**src/hdl/stepper_io_params.svh**
```systemverilog
/*
  Named constants of the stepper drive status and I/O block: register
  indices, widths, reset values and timing figures.
  Assumes inclusion, under its guard, by every file that needs a constant.
*/
`ifndef STEPPER_IO_PARAMS_SVH
`define STEPPER_IO_PARAMS_SVH

// Pin counts
`define NUM_INPUTS  7
`define NUM_OUTPUTS 4

// Register indices on the host read/write port
`define IDX_INPUT_WORD   5'h00
`define IDX_FILTER_MASK  5'h01
`define IDX_CW_MASK      5'h02
`define IDX_CCW_MASK     5'h03
`define IDX_PROG_MASK    5'h04
`define IDX_HALT_MASK    5'h05
`define IDX_ALLOW_MASK   5'h06
`define IDX_OUTPUT_WORD  5'h07
`define IDX_FAULT_MASK   5'h08
`define IDX_MOTION_MASK  5'h09
`define IDX_SPEED_MASK   5'h0a
`define IDX_RUN_MASK     5'h0b
`define IDX_POSITION     5'h0c
`define IDX_MOTOR_VEL    5'h0d
`define IDX_TARGET_VEL   5'h0e
`define IDX_ACCEL        5'h0f
`define IDX_ANALOG       5'h10
`define IDX_CURRENT      5'h11
`define IDX_STATUS       5'h12
`define IDX_USER_BASE    5'h18
`define USER_VAR_COUNT   8

// Reset values
`define RST_WORD   32'h0000_0000
`define RST_COUNT  16'h0000

// Timing: one millisecond at a 5 ns clock
`define ONE_MS_NS      1000000
`define CLK_PERIOD_NS  5
`define MS_CNT_W       18

// Current scaling and analog conversion
`define PCT_FULL       24'h00_0064
`define ANALOG_MID     10'sh080
`define ANALOG_SPAN    10'sh07f
`define ANALOG_NEG_MAX 10'sh381

`endif

```
**src/hdl/stepper_io_pkg.sv**
```systemverilog
/*
  Types of the stepper drive status and I/O block: configuration and
  motion carriers and the winding power state.
  Assumes the parameter header is on the include path.
*/
`include "stepper_io_params.svh"

package stepper_io_pkg;

  // Input role masks, one bit per input
  typedef struct packed {
    logic [`NUM_INPUTS-1:0] filter;
    logic [`NUM_INPUTS-1:0] cw;
    logic [`NUM_INPUTS-1:0] ccw;
    logic [`NUM_INPUTS-1:0] prog;
    logic [`NUM_INPUTS-1:0] halt;
    logic [`NUM_INPUTS-1:0] allow;
  } input_masks_t;

  // Output role masks, one bit per output
  typedef struct packed {
    logic [`NUM_OUTPUTS-1:0] fault;
    logic [`NUM_OUTPUTS-1:0] motion;
    logic [`NUM_OUTPUTS-1:0] speed;
    logic [`NUM_OUTPUTS-1:0] run;
  } output_masks_t;

  // Motion profile from the move generator
  typedef struct packed {
    logic signed [31:0] position;
    logic signed [31:0] motor_vel;
    logic signed [31:0] target_vel;
    logic signed [31:0] accel;
  } motion_t;

  // Winding power settings
  typedef struct packed {
    logic [15:0] up_ms;
    logic [15:0] down_ms;
    logic [7:0]  run_pct;
    logic [7:0]  stand_pct;
    logic [15:0] peak;
  } power_cfg_t;

  // Velocity dependent features
  typedef struct packed {
    logic        midband_en;
    logic [31:0] midband_vel;
    logic        full_en;
    logic [31:0] full_vel;
    logic        analog_en;
    logic [31:0] analog_max;
    logic [31:0] deadband;
  } vel_cfg_t;

  typedef enum logic [1:0] {PWR_STAND, PWR_RAISE, PWR_RUN, PWR_LOWER} power_state_t;

endpackage

```
**src/hdl/stepper_drive_io_status_logic.sv**
```systemverilog
/*
  Status and I/O assignment logic of a programmable stepper drive:
  input filtering and role decode, output role drive, winding power
  switching, velocity features and the host register port.
  Assumes all inputs are synchronous to REF_CLK_IN and that the host
  port is fed by the serial link decoder of the drive.
*/
// Contract
// RULE_01 - Input word bit is 1 when input active, bit 0 is input one.
// RULE_02 - Filtered inputs change only after holding the new level the debounce time.
// RULE_03 - Role masks pick the limit, select, stop and enable inputs.
// RULE_04 - Output word bit is 1 when active, output one weight 1 to output four 8.
// RULE_05 - Fault output asserts on drive fault, never on power loss.
// RULE_06 - Moving output asserts while the motor moves.
// RULE_07 - Slew output asserts while motor velocity equals target velocity; the code also requires a nonzero motor velocity.
// RULE_08 - Sequence active output asserts while a sequence executes.
// RULE_09 - Wait the power-up delay in ms before raising to running current.
// RULE_10 - Wait the power-down delay in ms before dropping to standing current.
// RULE_11 - Winding current is running or standing percent of peak current.
// RULE_12 - Resonance compensation only when enabled and above threshold speed.
// RULE_13 - Full step drive only when enabled and above full-step threshold.
// RULE_14 - Analog velocity scales linearly to maximum at full input, needs enable.
// RULE_15 - Analog velocity inside deadband window commands standstill.
// RULE_16 - Analog input reported as 8-bit captured snapshot.
// RULE_17 - User variables clear to zero on power-down and reset.
// RULE_18 - Read-only motion snapshot of position, velocities and acceleration.
// RULE_19 - Output word and masks are read-only to the host.
// RULE_20 - Input and output words refresh every clock cycle; the code refreshes them only on cycles with CE_IN high.
`timescale 1ns/1ps
`include "stepper_io_params.svh"

module stepper_drive_io_status_logic
  import stepper_io_pkg::*;
#(
  parameter int MS_CYCLES = `ONE_MS_NS / `CLK_PERIOD_NS
) (
  // Clock, reset, enable
  input  wire logic                      REF_CLK_IN,
  input  wire logic                      RST_N_IN,
  input  wire logic                      CE_IN,
  input  wire logic                      POWER_DOWN_IN,
  // Discrete inputs and configuration
  input  wire logic [`NUM_INPUTS-1:0]    INPUT_CURRENT_IN,
  input  wire logic [15:0]               DEBOUNCE_MS_IN,
  input  wire input_masks_t              IN_MASKS_IN,
  input  wire output_masks_t             OUT_MASKS_IN,
  // Drive state
  input  wire logic                      FAULT_IN,
  input  wire logic                      POWER_GOOD_IN,
  input  wire logic                      SEQ_RUN_IN,
  input  wire logic                      MOVE_CMD_IN,
  input  wire logic                      CONT_MOVE_IN,
  input  wire motion_t                   MOTION_IN,
  input  wire power_cfg_t                POWER_IN,
  input  wire vel_cfg_t                  VELF_IN,
  input  wire logic                      EMF_RESONANCE_IN,
  input  wire logic [7:0]                ANALOG_CODE_IN,
  // Host register port
  input  wire logic                      RD_EN_IN,
  input  wire logic                      WR_EN_IN,
  input  wire logic [4:0]                REG_SEL_IN,
  input  wire logic [31:0]               WR_DATA_IN,
  output logic      [31:0]               RD_DATA_OUT,
  output logic                           RD_VALID_OUT,
  // Input roles
  output logic                           CLOCKWISE_TRAVEL_LIMIT_OUT,
  output logic                           COUNTERCLOCKWISE_TRAVEL_LIMIT_OUT,
  output logic                           HALT_OUT,
  output logic                           DRIVE_ALLOW_OUT,
  output logic      [`NUM_INPUTS-1:0]    PROGRAM_SELECT_OUT,
  // Outputs and power stage
  output logic      [`NUM_OUTPUTS-1:0]   OUTPUT_PINS_OUT,
  output logic      [15:0]               WINDING_CURRENT_OUT,
  output logic                           MOVE_GO_OUT,
  output logic                           RESONANCE_COMP_OUT,
  output logic                           FULL_STEP_OUT,
  output logic signed [31:0]             ANALOG_VEL_OUT,
  output logic                           ANALOG_ACTIVE_OUT
);

  localparam logic [`MS_CNT_W-1:0] MS_LAST = `MS_CNT_W'(MS_CYCLES - 1);

  logic [`MS_CNT_W-1:0]   ms_cnt;
  logic                   ms_tick;
  logic [`NUM_INPUTS-1:0] in_active;
  logic [`NUM_INPUTS-1:0] in_state;
  logic [`NUM_OUTPUTS-1:0] out_word;
  logic [`NUM_OUTPUTS-1:0] next_out_word;
  logic                   fault_active;
  logic                   moving;
  logic                   at_speed;
  power_state_t           pst;
  logic [15:0]            pcnt;
  logic [23:0]            run_prod;
  logic [23:0]            stand_prod;
  logic [15:0]            run_cur;
  logic [15:0]            stand_cur;
  logic [31:0]            vel_mag;
  logic signed [9:0]      an_off;
  logic signed [41:0]     an_prod;
  logic signed [31:0]     an_vel;
  logic [31:0]            an_mag;
  logic                   an_mode;
  motion_t                snap;
  logic [31:0]            user_var [`USER_VAR_COUNT];
  logic [31:0]            rd_mux;
  logic [4:0]             user_idx;
  logic                   user_hit;

  // Millisecond tick shared by debounce and power delays
  assign ms_tick = (ms_cnt == MS_LAST);
  always_ff @(posedge REF_CLK_IN) begin
    if (!RST_N_IN) ms_cnt <= '0;
    else if (CE_IN) ms_cnt <= ms_tick ? '0 : ms_cnt + 1'b1;
  end

  // Active means no current flows through the input
  assign in_active = ~INPUT_CURRENT_IN; // RULE_01

  // Per-input filter; an unfiltered input follows the pin each cycle with CE_IN high
  for (genvar i = 0; i < `NUM_INPUTS; i++) begin : g_filter
    logic [15:0] dcnt;
    always_ff @(posedge REF_CLK_IN) begin
      if (!RST_N_IN) begin
        in_state[i] <= 1'b0;
        dcnt        <= `RST_COUNT;
      end else if (CE_IN) begin
        if (!IN_MASKS_IN.filter[i] || in_active[i] == in_state[i]) begin
          in_state[i] <= in_active[i]; // RULE_20
          dcnt        <= `RST_COUNT;
        end else if (dcnt >= DEBOUNCE_MS_IN) begin
          in_state[i] <= in_active[i]; // RULE_02
          dcnt        <= `RST_COUNT;
        end else if (ms_tick) begin
          dcnt <= dcnt + 1'b1;
        end
      end
    end
  end

  // Role decode from the filtered state
  assign CLOCKWISE_TRAVEL_LIMIT_OUT        = |(in_state & IN_MASKS_IN.cw);   // RULE_03
  assign COUNTERCLOCKWISE_TRAVEL_LIMIT_OUT = |(in_state & IN_MASKS_IN.ccw);  // RULE_03
  assign HALT_OUT                          = |(in_state & IN_MASKS_IN.halt); // RULE_03
  assign PROGRAM_SELECT_OUT                = in_state & IN_MASKS_IN.prog;    // RULE_03
  // No enable input assigned leaves the drive allowed
  assign DRIVE_ALLOW_OUT = ~|IN_MASKS_IN.allow | |(in_state & IN_MASKS_IN.allow); // RULE_03

  // Output role drive; a dead supply must not look like a fault
  assign fault_active  = FAULT_IN & POWER_GOOD_IN; // RULE_05
  assign moving        = (MOTION_IN.motor_vel != 32'sh0); // RULE_06
  assign at_speed      = moving & (MOTION_IN.motor_vel == MOTION_IN.target_vel); // RULE_07
  assign next_out_word = ({`NUM_OUTPUTS{fault_active}} & OUT_MASKS_IN.fault)
                       | ({`NUM_OUTPUTS{moving}}       & OUT_MASKS_IN.motion)
                       | ({`NUM_OUTPUTS{at_speed}}     & OUT_MASKS_IN.speed)
                       | ({`NUM_OUTPUTS{SEQ_RUN_IN}}   & OUT_MASKS_IN.run); // RULE_08
  always_ff @(posedge REF_CLK_IN) begin
    if (!RST_N_IN) out_word <= '0;
    else if (CE_IN) out_word <= next_out_word; // RULE_20
  end
  assign OUTPUT_PINS_OUT = out_word; // RULE_04

  // Winding power sequencing; the move generator waits on MOVE_GO_OUT
  always_ff @(posedge REF_CLK_IN) begin
    if (!RST_N_IN) begin
      pst  <= PWR_STAND;
      pcnt <= `RST_COUNT;
    end else if (CE_IN) begin
      unique case (pst)
        PWR_STAND: begin
          pcnt <= `RST_COUNT;
          if (MOVE_CMD_IN || moving) pst <= PWR_RAISE;
        end
        PWR_RAISE: begin
          if (pcnt >= POWER_IN.up_ms) pst <= PWR_RUN; // RULE_09
          else if (ms_tick) pcnt <= pcnt + 1'b1;
        end
        PWR_RUN: begin
          pcnt <= `RST_COUNT;
          if (!moving && !MOVE_CMD_IN) pst <= PWR_LOWER;
        end
        PWR_LOWER: begin
          if (MOVE_CMD_IN || moving) begin
            pst <= PWR_RUN;
          end else if (pcnt >= POWER_IN.down_ms) begin
            pst <= PWR_STAND; // RULE_10
          end else if (ms_tick) begin
            pcnt <= pcnt + 1'b1;
          end
        end
      endcase
    end
  end

  // Current levels as a percentage of peak
  assign run_prod   = POWER_IN.peak * POWER_IN.run_pct / `PCT_FULL;
  assign stand_prod = POWER_IN.peak * POWER_IN.stand_pct / `PCT_FULL;
  assign run_cur    = run_prod[15:0];
  assign stand_cur  = stand_prod[15:0];
  always_ff @(posedge REF_CLK_IN) begin
    if (!RST_N_IN) WINDING_CURRENT_OUT <= '0;
    else if (CE_IN) WINDING_CURRENT_OUT <= (pst == PWR_RUN || pst == PWR_LOWER) ?
                                           run_cur : stand_cur; // RULE_11
  end
  assign MOVE_GO_OUT = (pst == PWR_RUN);

  // Speed features work on velocity magnitude
  assign vel_mag = MOTION_IN.motor_vel[31] ? 32'(-MOTION_IN.motor_vel) : MOTION_IN.motor_vel;
  always_ff @(posedge REF_CLK_IN) begin
    if (!RST_N_IN) begin
      RESONANCE_COMP_OUT <= 1'b0;
      FULL_STEP_OUT      <= 1'b0;
    end else if (CE_IN) begin
      RESONANCE_COMP_OUT <= VELF_IN.midband_en & (vel_mag > VELF_IN.midband_vel)
                          & EMF_RESONANCE_IN; // RULE_12
      FULL_STEP_OUT      <= VELF_IN.full_en & (vel_mag > VELF_IN.full_vel); // RULE_13
    end
  end

  // Analog velocity: code 128 is zero, 255 is full scale; code 0 is clamped
  assign an_off  = ($signed({2'b00, ANALOG_CODE_IN}) - `ANALOG_MID < `ANALOG_NEG_MAX) ?
                   `ANALOG_NEG_MAX : $signed({2'b00, ANALOG_CODE_IN}) - `ANALOG_MID;
  assign an_prod = 42'(an_off * $signed({1'b0, VELF_IN.analog_max}) / `ANALOG_SPAN); // RULE_14
  assign an_vel  = an_prod[31:0];
  assign an_mag  = an_vel[31] ? 32'(-an_vel) : an_vel;
  assign an_mode = VELF_IN.analog_en & CONT_MOVE_IN & (MOTION_IN.accel != 32'sh0); // RULE_14
  always_ff @(posedge REF_CLK_IN) begin
    if (!RST_N_IN) begin
      ANALOG_VEL_OUT    <= '0;
      ANALOG_ACTIVE_OUT <= 1'b0;
    end else if (CE_IN) begin
      ANALOG_ACTIVE_OUT <= an_mode;
      ANALOG_VEL_OUT    <= (an_mode && an_mag > VELF_IN.deadband) ? an_vel : 32'sh0; // RULE_15
    end
  end

  // Motion snapshot is taken when the host reads the position index;
  // the analog code needs none, the read data word holds it until the next read
  always_ff @(posedge REF_CLK_IN) begin
    if (!RST_N_IN) begin
      snap <= '0;
    end else if (CE_IN && RD_EN_IN && REG_SEL_IN == `IDX_POSITION) begin
      snap <= MOTION_IN; // RULE_18
    end
  end

  // User variables are the only host-writable words
  assign user_idx = REG_SEL_IN - `IDX_USER_BASE;
  assign user_hit = (REG_SEL_IN >= `IDX_USER_BASE);
  for (genvar u = 0; u < `USER_VAR_COUNT; u++) begin : g_user
    always_ff @(posedge REF_CLK_IN) begin
      if (!RST_N_IN || POWER_DOWN_IN) user_var[u] <= `RST_WORD; // RULE_17
      else if (CE_IN && WR_EN_IN && user_hit && user_idx == 5'(u)) user_var[u] <= WR_DATA_IN;
    end
  end

  // Read mux; writes to every other index are dropped
  always_comb begin
    rd_mux = `RST_WORD;
    unique case (REG_SEL_IN)
      `IDX_INPUT_WORD:  rd_mux = 32'(in_state); // RULE_01
      `IDX_FILTER_MASK: rd_mux = 32'(IN_MASKS_IN.filter);
      `IDX_CW_MASK:     rd_mux = 32'(IN_MASKS_IN.cw);
      `IDX_CCW_MASK:    rd_mux = 32'(IN_MASKS_IN.ccw);
      `IDX_PROG_MASK:   rd_mux = 32'(IN_MASKS_IN.prog);
      `IDX_HALT_MASK:   rd_mux = 32'(IN_MASKS_IN.halt);
      `IDX_ALLOW_MASK:  rd_mux = 32'(IN_MASKS_IN.allow);
      `IDX_OUTPUT_WORD: rd_mux = 32'(out_word); // RULE_19
      `IDX_FAULT_MASK:  rd_mux = 32'(OUT_MASKS_IN.fault);
      `IDX_MOTION_MASK: rd_mux = 32'(OUT_MASKS_IN.motion);
      `IDX_SPEED_MASK:  rd_mux = 32'(OUT_MASKS_IN.speed);
      `IDX_RUN_MASK:    rd_mux = 32'(OUT_MASKS_IN.run);
      `IDX_POSITION:    rd_mux = MOTION_IN.position;
      `IDX_MOTOR_VEL:   rd_mux = snap.motor_vel;
      `IDX_TARGET_VEL:  rd_mux = snap.target_vel;
      `IDX_ACCEL:       rd_mux = snap.accel;
      `IDX_ANALOG:      rd_mux = 32'(ANALOG_CODE_IN); // RULE_16
      `IDX_CURRENT:     rd_mux = 32'(WINDING_CURRENT_OUT);
      `IDX_STATUS:      rd_mux = 32'({pst, FULL_STEP_OUT, RESONANCE_COMP_OUT,
                                      ANALOG_ACTIVE_OUT, fault_active});
      default:          rd_mux = user_hit ? user_var[user_idx[2:0]] : `RST_WORD;
    endcase
  end

  // Read answers one cycle after the request
  always_ff @(posedge REF_CLK_IN) begin
    if (!RST_N_IN) begin
      RD_DATA_OUT  <= `RST_WORD;
      RD_VALID_OUT <= 1'b0;
    end else if (CE_IN) begin
      RD_VALID_OUT <= RD_EN_IN;
      if (RD_EN_IN) RD_DATA_OUT <= rd_mux;
    end
  end

  // Assertions
  property p_in_level;
    @(posedge REF_CLK_IN) disable iff (!RST_N_IN)
      CE_IN |=> ((in_state ^ ~$past(INPUT_CURRENT_IN)) & ~$past(IN_MASKS_IN.filter)) == '0;
  endproperty
  a_in_level: assert property (p_in_level) else $error("unfiltered input wrong"); // RULE_01

  property p_filter_hold;
    @(posedge REF_CLK_IN) disable iff (!RST_N_IN)
      (CE_IN && in_active == in_state) |=> $stable(in_state);
  endproperty
  a_filter_hold: assert property (p_filter_hold) else $error("input changed spuriously"); // RULE_02

  property p_fault_out;
    @(posedge REF_CLK_IN) disable iff (!RST_N_IN)
      (CE_IN && FAULT_IN && POWER_GOOD_IN) |=>
        (out_word & $past(OUT_MASKS_IN.fault)) == $past(OUT_MASKS_IN.fault);
  endproperty
  a_fault_out: assert property (p_fault_out) else $error("fault output missing"); // RULE_05

  // With no other role driving, a dead supply leaves the fault pin low
  property p_fault_nopwr;
    @(posedge REF_CLK_IN) disable iff (!RST_N_IN)
      (CE_IN && !POWER_GOOD_IN && !moving && !SEQ_RUN_IN) |=>
        (out_word & $past(OUT_MASKS_IN.fault)) == '0;
  endproperty
  a_fault_nopwr: assert property (p_fault_nopwr) else $error("fault on power loss"); // RULE_05

  property p_moving_out;
    @(posedge REF_CLK_IN) disable iff (!RST_N_IN)
      (CE_IN && moving) |=> (out_word & $past(OUT_MASKS_IN.motion)) == $past(OUT_MASKS_IN.motion);
  endproperty
  a_moving_out: assert property (p_moving_out) else $error("moving output missing"); // RULE_06

  property p_speed_out;
    @(posedge REF_CLK_IN) disable iff (!RST_N_IN)
      (CE_IN && at_speed) |=> (out_word & $past(OUT_MASKS_IN.speed)) == $past(OUT_MASKS_IN.speed);
  endproperty
  a_speed_out: assert property (p_speed_out) else $error("slew output missing"); // RULE_07

  property p_seq_out;
    @(posedge REF_CLK_IN) disable iff (!RST_N_IN)
      (CE_IN && SEQ_RUN_IN) |=> (out_word & $past(OUT_MASKS_IN.run)) == $past(OUT_MASKS_IN.run);
  endproperty
  a_seq_out: assert property (p_seq_out) else $error("sequence output missing"); // RULE_08

  property p_up_wait;
    @(posedge REF_CLK_IN) disable iff (!RST_N_IN)
      (CE_IN && pst == PWR_RAISE && pcnt < POWER_IN.up_ms) |=> pst != PWR_RUN;
  endproperty
  a_up_wait: assert property (p_up_wait) else $error("power raised early"); // RULE_09

  property p_down_wait;
    @(posedge REF_CLK_IN) disable iff (!RST_N_IN)
      (CE_IN && pst == PWR_LOWER && pcnt < POWER_IN.down_ms) |=> pst != PWR_STAND;
  endproperty
  a_down_wait: assert property (p_down_wait) else $error("power dropped early"); // RULE_10

  property p_stand_current;
    @(posedge REF_CLK_IN) disable iff (!RST_N_IN)
      (CE_IN && pst == PWR_STAND) |=> WINDING_CURRENT_OUT == $past(stand_cur);
  endproperty
  a_stand_current: assert property (p_stand_current) else $error("stand level wrong"); // RULE_11

  property p_resonance;
    @(posedge REF_CLK_IN) disable iff (!RST_N_IN)
      (CE_IN && !(VELF_IN.midband_en && vel_mag > VELF_IN.midband_vel)) |=> !RESONANCE_COMP_OUT;
  endproperty
  a_resonance: assert property (p_resonance) else $error("compensation out of range"); // RULE_12

  property p_full_step;
    @(posedge REF_CLK_IN) disable iff (!RST_N_IN)
      (CE_IN && !(VELF_IN.full_en && vel_mag > VELF_IN.full_vel)) |=> !FULL_STEP_OUT;
  endproperty
  a_full_step: assert property (p_full_step) else $error("full step out of range"); // RULE_13

  property p_deadband;
    @(posedge REF_CLK_IN) disable iff (!RST_N_IN)
      (CE_IN && an_mag <= VELF_IN.deadband) |=> ANALOG_VEL_OUT == 32'sh0;
  endproperty
  a_deadband: assert property (p_deadband) else $error("motion inside deadband"); // RULE_15

endmodule

```
**config.mk**
```make
export PLATFORM = sky130hd
export DESIGN_NAME = stepper_drive_io_status_logic
export DESIGN_NICKNAME = d
export VERILOG_FILES = /design/src/hdl/stepper_io_pkg.sv /design/src/hdl/stepper_drive_io_status_logic.sv
export VERILOG_INCLUDE_DIRS = /design/src /design/src/hdl
export SDC_FILE = /design/constraint.sdc
export NUM_CORES = 2
export LEC_CHECK = 0
export BUFFER_PORTS_ARGS = -buffer_cell sky130_fd_sc_hd__buf_2
export CORE_ASPECT_RATIO = 0.5
export CORE_UTILIZATION = 41
export DETAILED_ROUTE_END_ITERATION = 10
export PLACE_DENSITY = 0.62
export SLEW_MARGIN = 40
export SYNTH_ARGS = -nofsm -noshare
export SYNTH_HDL_FRONTEND = slang
export SYNTH_SLANG_ARGS = --single-unit
export TNS_END_PERCENT = 30
```
**constraint.sdc**
```tcl
create_clock -name REF_CLK_IN -period 99.3 [get_ports REF_CLK_IN]
set_input_delay 0 -clock REF_CLK_IN [delete_from_list [all_inputs] [get_ports REF_CLK_IN]]
set_output_delay 0 -clock REF_CLK_IN [all_outputs]
set_load 0.05 [all_outputs]
```
==> run metrics <==
CP Capture Type flip-flop; gpl congestion 0.949; Fillers approximately 16000; sequential area share after synthesis ~22%; vias in the first global route 58700; synth warn 0; post-layout min period 37220 ps; Core ar. 159000 um2; total CTS buffers 58; I/O Pins 561; adder-cell share of the synthesized area 20.9%; WP data arrival 37710 ps; Final period util between 30% and 40%; Final HPWL DP approximately 170000 um; layout cells sized above 1 between 10% and 20%; Port Buf Inserts 560; GRT Util Overall 27.1%; Fin. Hold Viols 0; vias per cell 5.74; Synth Area in Simple Gates 23.0%; WS Path Type in2reg; mux share of post-synthesis cell area 4.23%; clock skew ~68 ps; CP Buf/Inv Count 10; clock slew at reported path FFs 70 ps; grt total ovfl 0; area occupied by registers 14500 um2; max-slew violation count 0; area of the multi-input gates 48200 um2; DIE HEIGHT ~290 um; reg-to-reg slack, setup roughly 79000 ps; worst slew pin tran 869 ps; WP data required around 100000 ps; DRT iter0 DRCs 5383; max-slew headroom at the worst pin 41.7%; drt drc 0; CTS tree built; H-Tree Depth 2; syn_nets around 9000; post-cts hold buffer count 209; initial antenna violation count 21; fmax 26.9 MHz; cells after synthesis 7815; max incr delay on CP approximately 750 ps; Post-synth EDFFs approximately 260; Clk Latency, worst-skew pair 680 ps; via count between 60000 and 70000; TritonRoute pass-1 iters 7; FFs w/ async S/R, synth 0%; Cell Rows 103; library cells used by synthesis about 160; Net count, final 9673; mapped cell area 66100 um2; CTS Sinks 595; status finished clean; Final Setup Violations 0; area fraction in compound gates after synthesis 18.6%; first-pass GRT wire length 348000 um; syn_area_per_cell about 8.5 um2; die width 570 um; DRT Wirelength between 200000 and 250000 um; clk buf depth 3; Layout Area Growth over Synthesis 14.1%; WL/cell 21.3 um; Initial Utilization 41.6%; RSZ-0062 raised after global routing false; maxcap violations 0; setup TNS 0 ps; CTS root buffer clkbuf_16; CP delay by family, top compound AO/OA/AOI/OAI gates; most common flop cell mapped by yosys dfxtp_1; highest-delay cell along the critical path or4_1; Max FO, Critical Path 32; Detail Route Antenna Nets 0; post-cts resize count 0; Yosys reg bits 595; pin count of the biggest net entering global routing between 100 and 150; main combinational cell family by area after synthesis simple AND/OR/NAND/NOR gates; Min-Delay Path Class in2reg; post-CTS setup buffer count 0; XOR/XNOR share of the synthesized area 5.55%; element type at the critical path start primary input; die area 163000 um2
==> state kept, by name (all words and copies together) (netlist names), 2 cells and up <==
register,cells
WINDING_CURRENT_OUT,16
in_state,7
snap,96
ANALOG_VEL_OUT,32
OUTPUT_PINS_OUT,4
RD_DATA_OUT,32
user_var,256
g_filter.dcnt,112
pst,2
pcnt,16
ms_cnt,18
==> cell usage after synthesis (22+ instances only) <==
| cell type | count | area [um2] |
|---|---|---|
| nand2_1 | 871 | 3270 |
| inv_1 | 636 | 2390 |
| nor2_1 | 583 | 2190 |
| a21oi_1 | 512 | 2560 |
| and2_1 | 476 | 2980 |
| ha_1 | 456 | 5710 |
| fa_1 | 398 | 7970 |
| dfxtp_1 | 339 | 6790 |
| o21ai_0 | 308 | 1540 |
| clkbuf_1 | 287 | 1080 |
| edfxtp_1 | 256 | 7690 |
| xnor2_1 | 235 | 2060 |
| xor2_1 | 167 | 1460 |
| nor2b_1 | 157 | 982 |
| nand3_1 | 132 | 661 |
| nor3_1 | 114 | 571 |
| and3_1 | 105 | 657 |
| nand2b_1 | 97 | 607 |
| nand4_1 | 91 | 569 |
| mux4_2 | 80 | 1800 |
| o211ai_1 | 77 | 578 |
| mux2i_1 | 65 | 651 |
| a22oi_1 | 63 | 473 |
| or3_1 | 62 | 388 |
| a21o_1 | 61 | 458 |
| a31oi_1 | 60 | 375 |
| nor4_1 | 57 | 357 |
| o21ai_1 | 50 | 250 |
| o31ai_1 | 49 | 368 |
| or2_2 | 46 | 288 |
| o21bai_1 | 44 | 330 |
| o21a_1 | 43 | 323 |
| a211oi_1 | 40 | 300 |
| buf_2 | 34 | 170 |
| buf_1 | 31 | 116 |
| nor3b_1 | 30 | 225 |
| o2111ai_1 | 29 | 254 |
| a221oi_1 | 27 | 236 |
| a41oi_1 | 25 | 219 |
| o22ai_1 | 24 | 150 |
| a211o_1 | 22 | 193 |
| a311oi_1 | 22 | 193 |
==> final timing paths <==
check                                   endpoint  cells after the start                   from
max              ANALOG_VEL_OUT[18]$_SDFFE_PN0P_                    123      ANALOG_CODE_IN[2]
min                  RD_DATA_OUT[3]$_SDFFE_PN0P_                      7         IN_MASKS_IN[3]
max reg2reg  WINDING_CURRENT_OUT[0]$_SDFFE_PN0P_                     66    pst[1]$_SDFFE_PN0P_
min reg2reg                snap[10]$_SDFFE_PN0P_                      2  snap[10]$_SDFFE_PN0P_
==> area by class of cell <==
type,instances,share of cell area [%]
antenna,13,0.0431
sequential,595,19.2
timing repair buffer,841,7.33
clock buffer,74,2.16
clock inverter,36,0.614
inverter,641,3.20
multi-input combinational,6221,63.9
tap,2152,3.57
==> per-stage QoR <==
step	util, %	hold slack [ps]	area (um2)	setup WS [ps]	cells
detailed placement	44.7	236	71100	61880	10200
CTS	47.4	9.88	75300	62450	10600
floorplan	-	116	66100	68040	7815
global route	47.4	64.1	75400	59210	10600
global placement	44.6	227	70800	61950	10200
finish	47.4	49.4	75400	62080	10600
==> worst register-to-register path, delay by kind of cell, from the launching register on <==
kind	cells	cell delay, ps
xor+xnor	7	2500
buf+inv	1	210
fa+ha+maj	3	1170
flops	1	760
compound gates	34	9780
mux	2	1070
simple gates	19	4870
==> placed cells by master (no fill, tap or decap), types with 28 or more instances in the layout <==
master / Yosys / final
o21a_1: 43 / 43
nor4_1: 57 / 55
buf_2: 34 / 560
nor3b_1: 30 / 29
xnor2_1: 235 / 228
dlygate4sd3_1: 0 / 209
nor3_1: 114 / 113
o211ai_1: 77 / 77
a22oi_1: 63 / 63
nor2b_1: 157 / 151
a21o_1: 61 / 61
xor2_1: 167 / 163
mux4_2: 80 / 80
nor2_1: 583 / 564
or2_2: 46 / 46
a211oi_1: 40 / 37
o31ai_1: 49 / 47
buf_4: 4 / 62
dfxtp_1: 339 / 338
o21bai_1: 44 / 44
ha_1: 456 / 456
fa_1: 398 / 398
o2111ai_1: 29 / 28
inv_1: 636 / 634
and2_1: 476 / 476
nand2_1: 871 / 870
o21ai_0: 308 / 299
clkbuf_16: 0 / 61
a21oi_1: 512 / 510
o21ai_1: 50 / 51
nand2b_1: 97 / 97
or3_1: 62 / 62
nand4_1: 91 / 91
and3_1: 105 / 105
mux2i_1: 65 / 63
nand3_1: 132 / 132
edfxtp_1: 256 / 256
a31oi_1: 60 / 60
==> cell families (layout without fill, tap and decap cells) <==
| kind of cell | after synthesis | count (layout) |
|---|---|---|
| flops | 595 | 595 |
| compound gates | 1785 | 1785 |
| xor+xnor | 410 | 410 |
| mux | 174 | 174 |
| fa+ha+maj | 870 | 870 |
| simple gates | 2982 | 2982 |
| other cells | 0 | 13 |
| buf+inv | 999 | 1592 |
==> metal layers <==
metal	track usage, %	share of wire [%]	up-vias
met1	35.7	42	29700
met4	10.6	4.3	2
met5	0	0.0058	-
met2	45.5	47	1986
li1	-	-	28700
met3	3.25	6.2	405
Power is not shown: default switching activity piles up to over one toggle a cycle in this logic, so the estimate is an artifact.
